--- src/pkg/emu_pkg.sv ---
// Package of constants and types for the MII Ethernet MAC with management.
// Assumes a single 100 MHz system clock.
package emu_pkg;
    // ****************************************
    // Timing
    // ****************************************
    localparam int CLK_PERIOD_NS = 10;
    localparam int MGMT_PERIOD_NS = 400;
    localparam int MGMT_DIV_RST = (MGMT_PERIOD_NS / CLK_PERIOD_NS) / 2;
    localparam int DIV_W = 8;
    localparam int SYNC_STAGES = 2;
    // ****************************************
    // Management frame layout
    // ****************************************
    localparam int START_BITS = 2;
    localparam int OP_BITS = 2;
    localparam int PHY_ADDR_W = 5;
    localparam int REG_ADDR_W = 5;
    localparam int TA_BITS = 2;
    localparam int MGMT_DATA_W = 16;
    localparam int MGMT_HDR_W = START_BITS + OP_BITS + PHY_ADDR_W
        + REG_ADDR_W + TA_BITS;
    localparam int MGMT_FRAME_W = MGMT_HDR_W + MGMT_DATA_W;
    localparam logic [1:0] MGMT_START = 2'h1;
    localparam logic [1:0] MGMT_OP_RD = 2'h2;
    localparam logic [1:0] MGMT_OP_WR = 2'h1;
    localparam logic [1:0] MGMT_TA_WR = 2'h2;
    // ****************************************
    // Packet byte stream and engine states
    // ****************************************
    localparam int NIB_W = 4;
    localparam int BYTE_W = 8;
    typedef enum {TXS_IDLE, TXS_LO, TXS_HI} emu_tx_state_t;
    typedef enum {MGS_IDLE, MGS_SHIFT} emu_mgmt_state_t;
endpackage

--- src/hdl/emu_sync.sv ---
// Two flop level synchroniser for inputs that may be asynchronous.
// Assumes the destination clock is i_clk.
`timescale 1ns/10ps
module emu_sync
    import emu_pkg::*;
(
    // Clock and reset
    input wire logic i_clk,
    input wire logic i_rst,
    // Level
    input wire logic i_async,
    output logic o_sync
);
    typedef struct packed {
        logic meta;
        logic sync;
    } emu_sync_st_t;
    emu_sync_st_t st_ff;
    emu_sync_st_t nxt_st;

    // Only the second stage reads the first.
    always_comb begin
        nxt_st.meta = i_async;
        nxt_st.sync = st_ff.meta;
    end

    always_ff @(posedge i_clk or posedge i_rst) begin
        if (i_rst) begin
            st_ff <= '0;
        end else begin
            st_ff <= nxt_st;
        end
    end

    assign o_sync = st_ff.sync;
endmodule

--- src/hdl/emu_mac.sv ---
// MII Ethernet MAC datapath with a management serial port.
// Assumes PHY clocks arrive as ordinary inputs sampled on i_clk.
`timescale 1ns/10ps
module emu_mac
    import emu_pkg::*;
(
    // Clock and reset
    input wire logic i_clk,
    input wire logic i_rst,
    // Configuration
    input wire logic i_full_duplex,
    input wire logic [DIV_W-1:0] i_mgmt_clock_divider,
    // Transmit byte stream
    input wire logic i_tx_valid,
    input wire logic [BYTE_W-1:0] i_tx_byte,
    input wire logic i_tx_last,
    output logic o_tx_ready,
    output logic o_tx_dma_req,
    // Receive byte stream
    output logic o_rx_valid,
    output logic [BYTE_W-1:0] o_rx_byte,
    output logic o_rx_done,
    output logic o_rx_frame_err,
    output logic o_rx_dma_req,
    // MII transmit
    input wire logic i_phy_tx_clock_in,
    output logic [NIB_W-1:0] o_tx_nibble_out,
    output logic o_tx_enable_out,
    output logic o_tx_error_out,
    input wire logic i_collision_in,
    input wire logic i_carrier_sense_in,
    // MII receive
    input wire logic i_phy_rx_clock_in,
    input wire logic [NIB_W-1:0] i_rx_nibble_in,
    input wire logic i_rx_valid_in,
    input wire logic i_rx_error_in,
    // Management command
    input wire logic i_mgmt_start,
    input wire logic i_mgmt_read,
    input wire logic [PHY_ADDR_W-1:0] i_mgmt_phy,
    input wire logic [REG_ADDR_W-1:0] i_mgmt_reg,
    input wire logic [MGMT_DATA_W-1:0] i_mgmt_wdata,
    output logic o_mgmt_busy,
    output logic o_mgmt_done,
    output logic [MGMT_DATA_W-1:0] o_mgmt_rdata,
    // Management pins
    output logic o_mgmt_clock_pin,
    input wire logic i_mgmt_data,
    output logic o_mgmt_data,
    output logic o_mgmt_data_oe_n
);
    // ****************************************
    // State
    // ****************************************
    typedef struct packed {
        logic txc_d;
        logic rxc_d;
        emu_tx_state_t tx_st;
        logic [BYTE_W-1:0] tx_buf;
        logic tx_last;
        logic [NIB_W-1:0] tx_nib;
        logic tx_en;
        logic tx_req;
        logic rx_hi;
        logic [NIB_W-1:0] rx_lo;
        logic rx_err;
        logic rx_dv_d;
        logic rx_v;
        logic [BYTE_W-1:0] rx_byte;
        logic rx_done;
        logic rx_ferr;
        emu_mgmt_state_t mg_st;
        logic [DIV_W-1:0] mg_div;
        logic mg_clk;
        logic [MGMT_FRAME_W-1:0] mg_sh;
        logic [5:0] mg_cnt;
        logic mg_rd;
        logic [MGMT_DATA_W-1:0] mg_rdata;
        logic mg_done;
    } emu_st_t;
    emu_st_t st_ff;
    emu_st_t nxt_st;
    logic col_s;
    logic crs_s;
    logic tx_edge;
    logic rx_edge;
    logic mg_tick;
    logic can_start;
    logic [DIV_W-1:0] half_div;

    // ****************************************
    // Synchronisers
    // ****************************************
    emu_sync u_col_sync (
        .i_clk(i_clk),
        .i_rst(i_rst),
        .i_async(i_collision_in),
        .o_sync(col_s)
    );
    emu_sync u_crs_sync (
        .i_clk(i_clk),
        .i_rst(i_rst),
        .i_async(i_carrier_sense_in),
        .o_sync(crs_s)
    );

    // ****************************************
    // Next state
    // ****************************************
    assign tx_edge = i_phy_tx_clock_in && !st_ff.txc_d;
    assign rx_edge = i_phy_rx_clock_in && !st_ff.rxc_d;
    // Full duplex: collision is flow control; half: wait for quiet medium.
    assign can_start = i_full_duplex ? !col_s : !(crs_s || col_s);
    assign half_div = (i_mgmt_clock_divider == '0) ? DIV_W'(1)
        : i_mgmt_clock_divider;
    assign mg_tick = (st_ff.mg_div >= half_div - DIV_W'(1));

    always_comb begin
        nxt_st = st_ff;
        nxt_st.txc_d = i_phy_tx_clock_in;
        nxt_st.rxc_d = i_phy_rx_clock_in;
        nxt_st.tx_req = 1'b0;
        nxt_st.rx_done = 1'b0;
        nxt_st.mg_done = 1'b0;
        // Transmit runs on rising edges of the PHY clock.
        if (tx_edge) begin
            case (st_ff.tx_st)
                TXS_IDLE: begin
                    nxt_st.tx_en = 1'b0;
                    if (i_tx_valid && can_start) begin
                        nxt_st.tx_buf = i_tx_byte;
                        nxt_st.tx_last = i_tx_last;
                        nxt_st.tx_st = TXS_LO;
                    end
                end
                TXS_LO: begin
                    nxt_st.tx_nib = st_ff.tx_buf[NIB_W-1:0];
                    nxt_st.tx_en = 1'b1;
                    nxt_st.tx_st = TXS_HI;
                end
                default: begin
                    nxt_st.tx_nib = st_ff.tx_buf[BYTE_W-1:NIB_W];
                    nxt_st.tx_en = 1'b1;
                    // A packet in flight finishes regardless of collision.
                    if (!st_ff.tx_last && i_tx_valid) begin
                        nxt_st.tx_buf = i_tx_byte;
                        nxt_st.tx_last = i_tx_last;
                        nxt_st.tx_st = TXS_LO;
                    end else begin
                        nxt_st.tx_st = TXS_IDLE;
                        nxt_st.tx_req = 1'b1;
                    end
                end
            endcase
        end
        // Receive: pair nibbles low first, flag errors inside the frame.
        if (rx_edge) begin
            nxt_st.rx_dv_d = i_rx_valid_in;
            nxt_st.rx_v = 1'b0;
            if (i_rx_valid_in) begin
                if (st_ff.rx_hi) begin
                    nxt_st.rx_byte = {i_rx_nibble_in, st_ff.rx_lo};
                    nxt_st.rx_v = 1'b1;
                end else begin
                    nxt_st.rx_lo = i_rx_nibble_in;
                end
                nxt_st.rx_hi = !st_ff.rx_hi;
                if (i_rx_error_in) begin
                    nxt_st.rx_err = 1'b1;
                end
            end else begin
                nxt_st.rx_hi = 1'b0;
                if (st_ff.rx_dv_d) begin
                    nxt_st.rx_done = 1'b1;
                    nxt_st.rx_ferr = st_ff.rx_err;
                    nxt_st.rx_err = 1'b0;
                end
            end
        end else begin
            nxt_st.rx_v = 1'b0;
        end
        // Management serial engine.
        case (st_ff.mg_st)
            MGS_IDLE: begin
                nxt_st.mg_clk = 1'b0;
                nxt_st.mg_div = '0;
                if (i_mgmt_start) begin
                    nxt_st.mg_sh = {MGMT_START,
                        i_mgmt_read ? MGMT_OP_RD : MGMT_OP_WR,
                        i_mgmt_phy, i_mgmt_reg, MGMT_TA_WR, i_mgmt_wdata};
                    nxt_st.mg_rd = i_mgmt_read;
                    nxt_st.mg_cnt = '0;
                    nxt_st.mg_st = MGS_SHIFT;
                end
            end
            default: begin
                if (mg_tick) begin
                    nxt_st.mg_div = '0;
                    nxt_st.mg_clk = !st_ff.mg_clk;
                    if (st_ff.mg_clk) begin
                        // Falling edge: move to next bit.
                        nxt_st.mg_sh = {st_ff.mg_sh[MGMT_FRAME_W-2:0], 1'b0};
                        if (st_ff.mg_cnt == 6'(MGMT_FRAME_W - 1)) begin
                            nxt_st.mg_st = MGS_IDLE;
                            nxt_st.mg_done = 1'b1;
                        end
                        nxt_st.mg_cnt = st_ff.mg_cnt + 6'h01;
                    end else if (st_ff.mg_rd
                        && st_ff.mg_cnt >= 6'(MGMT_HDR_W)) begin
                        // Rising edge: sample PHY data on reads.
                        nxt_st.mg_rdata = {st_ff.mg_rdata[MGMT_DATA_W-2:0],
                            i_mgmt_data};
                    end
                end else begin
                    nxt_st.mg_div = st_ff.mg_div + DIV_W'(1);
                end
            end
        endcase
    end

    always_ff @(posedge i_clk or posedge i_rst) begin
        if (i_rst) begin
            st_ff <= '0;
        end else begin
            st_ff <= nxt_st;
        end
    end

    // ****************************************
    // Outputs
    // ****************************************
    assign o_tx_nibble_out = st_ff.tx_nib;
    assign o_tx_enable_out = st_ff.tx_en;
    assign o_tx_error_out = 1'b0;
    assign o_tx_ready = tx_edge && (st_ff.tx_st == TXS_IDLE ? can_start
        : (st_ff.tx_st == TXS_HI && !st_ff.tx_last));
    assign o_tx_dma_req = st_ff.tx_req;
    assign o_rx_valid = st_ff.rx_v;
    assign o_rx_byte = st_ff.rx_byte;
    assign o_rx_done = st_ff.rx_done;
    assign o_rx_dma_req = st_ff.rx_done;
    assign o_rx_frame_err = st_ff.rx_ferr;
    assign o_mgmt_busy = (st_ff.mg_st != MGS_IDLE);
    assign o_mgmt_done = st_ff.mg_done;
    assign o_mgmt_rdata = st_ff.mg_rdata;
    assign o_mgmt_clock_pin = st_ff.mg_clk;
    assign o_mgmt_data = st_ff.mg_sh[MGMT_FRAME_W-1];
    assign o_mgmt_data_oe_n = (st_ff.mg_st != MGS_IDLE) && st_ff.mg_rd
        && (st_ff.mg_cnt >= 6'(MGMT_HDR_W));

    // ****************************************
    // Checks
    // ****************************************
    property p_tx_err_low;
        @(posedge i_clk) disable iff (i_rst) o_tx_error_out == 1'b0;
    endproperty
    a_tx_err_low: assert property (p_tx_err_low)
        else $error("transmit error output went high");

    property p_tx_lo_first;
        @(posedge i_clk) disable iff (i_rst)
        (tx_edge && st_ff.tx_st == TXS_LO) |=>
        o_tx_nibble_out == $past(st_ff.tx_buf[3:0]) && o_tx_enable_out;
    endproperty
    a_tx_lo_first: assert property (p_tx_lo_first)
        else $error("low nibble not sent first");

    property p_fd_col_block;
        @(posedge i_clk) disable iff (i_rst)
        (i_full_duplex && col_s && st_ff.tx_st == TXS_IDLE && tx_edge)
        |=> st_ff.tx_st == TXS_IDLE;
    endproperty
    a_fd_col_block: assert property (p_fd_col_block)
        else $error("packet started under flow control");

    property p_rx_err_mark;
        @(posedge i_clk) disable iff (i_rst)
        (rx_edge && i_rx_valid_in && i_rx_error_in) |=> st_ff.rx_err;
    endproperty
    a_rx_err_mark: assert property (p_rx_err_mark)
        else $error("receive error not recorded");

    property p_rx_pair;
        @(posedge i_clk) disable iff (i_rst)
        (rx_edge && i_rx_valid_in && st_ff.rx_hi) |=>
        o_rx_valid && o_rx_byte[7:4] == $past(i_rx_nibble_in);
    endproperty
    a_rx_pair: assert property (p_rx_pair)
        else $error("receive byte not assembled");

    property p_mg_oe;
        @(posedge i_clk) disable iff (i_rst)
        (o_mgmt_busy && st_ff.mg_cnt < 6'(MGMT_HDR_W)) |-> !o_mgmt_data_oe_n;
    endproperty
    a_mg_oe: assert property (p_mg_oe)
        else $error("management line released in header");

    property p_mg_idle_clk;
        @(posedge i_clk) disable iff (i_rst)
        !o_mgmt_busy |=> !o_mgmt_busy || !o_mgmt_clock_pin;
    endproperty
    a_mg_idle_clk: assert property (p_mg_idle_clk)
        else $error("management clock high at frame start");

    property p_rx_dma;
        @(posedge i_clk) disable iff (i_rst)
        (rx_edge && !i_rx_valid_in && st_ff.rx_dv_d) |=> o_rx_dma_req;
    endproperty
    a_rx_dma: assert property (p_rx_dma)
        else $error("receive request missing");
endmodule

--- config.mk ---
export PLATFORM = sky130hd
export DESIGN_NAME = emu_mac
export DESIGN_NICKNAME = d
export VERILOG_FILES = /design/src/pkg/emu_pkg.sv /design/src/hdl/emu_sync.sv /design/src/hdl/emu_mac.sv
export SDC_FILE = /design/constraint.sdc
export NUM_CORES = 1
export LEC_CHECK = 0
export BUFFER_PORTS_ARGS = -buffer_cell sky130_fd_sc_hd__buf_2
export CAP_MARGIN = 20
export CORE_MARGIN = 2
export CORE_UTILIZATION = 23
export DETAILED_ROUTE_END_ITERATION = 10
export GPL_TIMING_DRIVEN = 1
export PLACE_DENSITY = 0.44
export SETUP_SLACK_MARGIN = 0.1
export SYNTH_ARGS = -nofsm -noshare
export SYNTH_HDL_FRONTEND = slang
export SYNTH_SLANG_ARGS = --single-unit
--- constraint.sdc ---
create_clock -name i_clk -period 4.2 [get_ports i_clk]
set_input_delay 0.21 -clock i_clk [delete_from_list [all_inputs] [get_ports i_clk]]
set_output_delay 0.21 -clock i_clk [all_outputs]
set_load 0.05 [all_outputs]
==> metrics.txt <==
CP peak stage delay=0.58 ns; post_cts resized=0; Clock Skews=0.0132 ns; ys flop type=dfrtp_1; global routing met2 resource utilization=16.7%; CTS clk-pin slew, worst paths=0.07 ns; GRT Total Usage=10.5%; Hold WS=0.0183 ns; sequential cell area=2680 um2; RePlAce Congestion=0.742; Worst Setup End Kind=flip-flop; mapped cell area=5330 um2; number of synthesized flops with an enable pin=0; RSZ-0062 raised after global routing=no; critical-path maximum fanout=16; CTS Buf Count=9; die width=156 um; critical path arrival=3.57 ns; Mapped Nets=577; nets=639; critical register-to-register path endpoint=o_mgmt_rdata[12]$_DFFE_PP0P_; max-slew violations=0; Post-Route WL=12400 um; synth warn=0; worst r2r src=st_ff[57]$_DFF_PP0_; top-level I/O count=101; Worst Path Class, Setup=in -> reg; Worst EP required=4.43 ns; actual slew at the worst max-slew pin=0.980 ns; GRT overflow=0; post-route minimum period=3.34 ns; Post-DRT Antenna Nets=0; Initial DRC Count=261; Static Leak=2.86 nW; die area=24400 um2; most common cell in the synthesized netlist=dfrtp_1; post-DP HPWL=8390 um; reg2reg path depth=7; Max Freq=0.300 GHz; synthesized flop and latch total=107; R2R Setup Slk=1.74 ns; num rows=55; multi-input logic area=2230 um2; vias in the first global route=3920; global-route wire length before repair=20700 um; Final Non-Filler Cells=858; postcts setup bufs=0; n_diodes=0; pre-CTS setup slack=0.499 ns; CTS Hold Bufs=4; total number of vias=3975; mean post-synth cell area=10.5 um2; Seq/Total Area, Yosys=50.2%; Synth Instances=506; WL/cell=14.5 um; final worst slack=0.861 ns; CTS root buf=clkbuf_16; Area Growth Syn to Fin=16.3%; Initial Utilization=23.5%; maximum clock path buffer count=2; Most common cell on crit path=ha_1; status=completed; ys async rst share=100%; Core Region=22700 um2; top post-synthesis cells by area=dfrtp_1, mux2_2, buf_4; Cells after DPL=838; die height=156 um; crit start category=input pin; CTS tree=built; Worst-Skew Late Latency=0.36 ns; initial antenna violation count=0; period utilization=79.5%; CP bufs+invs=2; TritonRoute pass-1 iters=5; met3 usage=2.60%; crit path launch=i_mgmt_clock_divider[2]; final setup fails=0; critical path's top delay family=simple AND/OR/NAND/NOR gates; Final Hold Vio Count=0; layout cells sized above 1=29.3%; VDD IR-drop max=0.232 mV; Slew headroom=34.6%; Power Density=569 nW/um2; post-synth cell types=44; routing usage on met1=14.2%; CTS HTree Levels=3; IO Port Bufs=99; GRT Max-Usage Layer=met2; setup TNS=0 ns; TritonCTS Sinks=107; most common library cells after synthesis=dfrtp_1, o21ai_0, nand3_1; CP max stage cell=or4_1; HP Class=in -> async; CP cell instances=buf_2 > or4_1 > nor3_1 > a21oi_1 > ha_1 > inv_1 > nor2_1 > xnor2_1 > ha_1 > nand2_1 > o21ai_0 > a21o_1 > nand3_4 > mux2_4; Max Cap Violations=0; # fillers=2404; post-synth top area share=50.2%; via/cell ratio=4.63; cell type with the largest total area after synthesis=dfrtp_1; Residual DRC=0; largest net degree at the start of global routing=70
## final cells by class
class                      instances  area share, %
sequential                       107           43.2
inverter                          15          0.949
tap                              285           5.75
multi-input combinational        324           36.0
clock buffer                       9           3.63
clock inverter                     7          0.807
timing repair buffer             111           9.61
## sequential cells by signal, indices dropped and copies added (netlist names)
register           count
u_crs_sync.o_sync      1
u_col_sync.o_sync      1
o_mgmt_done            1
o_rx_frame_err         1
o_tx_dma_req           1
u_col_sync.nxt_st      1
o_rx_valid             1
u_crs_sync.nxt_st      1
o_tx_nibble_out        4
o_mgmt_rdata          16
o_mgmt_data            1
o_rx_byte              8
o_tx_enable_out        1
o_mgmt_clock_pin       1
st_ff                 67
o_rx_dma_req           1
## power by group
part           leakage [nW]  switching, mW  internal, mW
Sequential             1.34          0.227          1.35
Clock                 0.140          0.403         0.407
Combinational          1.38          0.710         0.429
Total                  2.86           1.34          2.19
## routing by layer
metal	vias to the layer above	wire [um]	share of wire, %
met5	-	0	0
met4	0	144	1.2
met3	11	676	5.4
met2	109	5830	47
met1	1952	5790	47
li1	1903	-	-
## cells in the final DEF, fill, tap and decap left out, types with 5 or more instances in the layout
cell type / instances
ha_1: 11
buf_4: 8
mux2i_1: 7
nand3_1: 35
xor2_1: 6
inv_1: 14
mux2_4: 10
nand2b_1: 5
nor2b_1: 27
mux2_2: 28
nand2_1: 26
and3_1: 6
a31oi_1: 30
o21ai_0: 36
buf_2: 99
nor2_1: 21
a21oi_1: 12
nand4_1: 6
clkbuf_16: 9
dfrtp_1: 106
a211oi_1: 24
## worst max path at each step
stage | end | slack (ns) | cells after the start
2_1_floorplan | o_mgmt_clock_pin$_DFFE_PP0P_ | 1.17 | 1
3_3_place_gp | o_mgmt_rdata[3]$_DFFE_PP0P_ | 0.66 | 14
3_5_place_dp | o_mgmt_rdata[5]$_DFFE_PP0P_ | 0.50 | 14
4_1_cts | o_mgmt_rdata[5]$_DFFE_PP0P_ | 0.87 | 14
5_1_grt | o_mgmt_rdata[5]$_DFFE_PP0P_ | 0.55 | 14
6_report | o_mgmt_rdata[5]$_DFFE_PP0P_ | 0.86 | 14
## logic make-up (layout without fill, tap and decap cells)
logic type	Yosys count	after routing	synth area share (%)
AOI/OAI and AO/OA	117	117	13.8
buffers and inverters	75	142	7.95
and+or+nand+nor	140	140	13.7
other	1	1	0.0703
xor gates and xnor gates	10	10	1.64
adders and majority gates	11	11	2.58
DFF	107	107	50.2
muxes	45	45	10.0
## worst register-to-register path, stage by stage, from the launching register on
cell and delay (ns):
dfrtp_1 0.44, inv_1 0.08, ha_1 0.28, nand2b_1 0.15, a2111o_1 0.45, a21o_1 0.27
nand3_4 0.30, mux2_2 0.38
## per-stage QoR
stage          area [um2]  util (%)  total power, mW
4_1_cts              6200      27.3             3.58
6_report             6200      27.3             3.53
2_1_floorplan        5330         -             2.48
3_5_place_dp         5880      25.9             2.74
5_1_grt              6200      27.3             3.78
3_3_place_gp         5880      25.9             2.69
No activity file was read; power rests on OpenSTA's default activity.
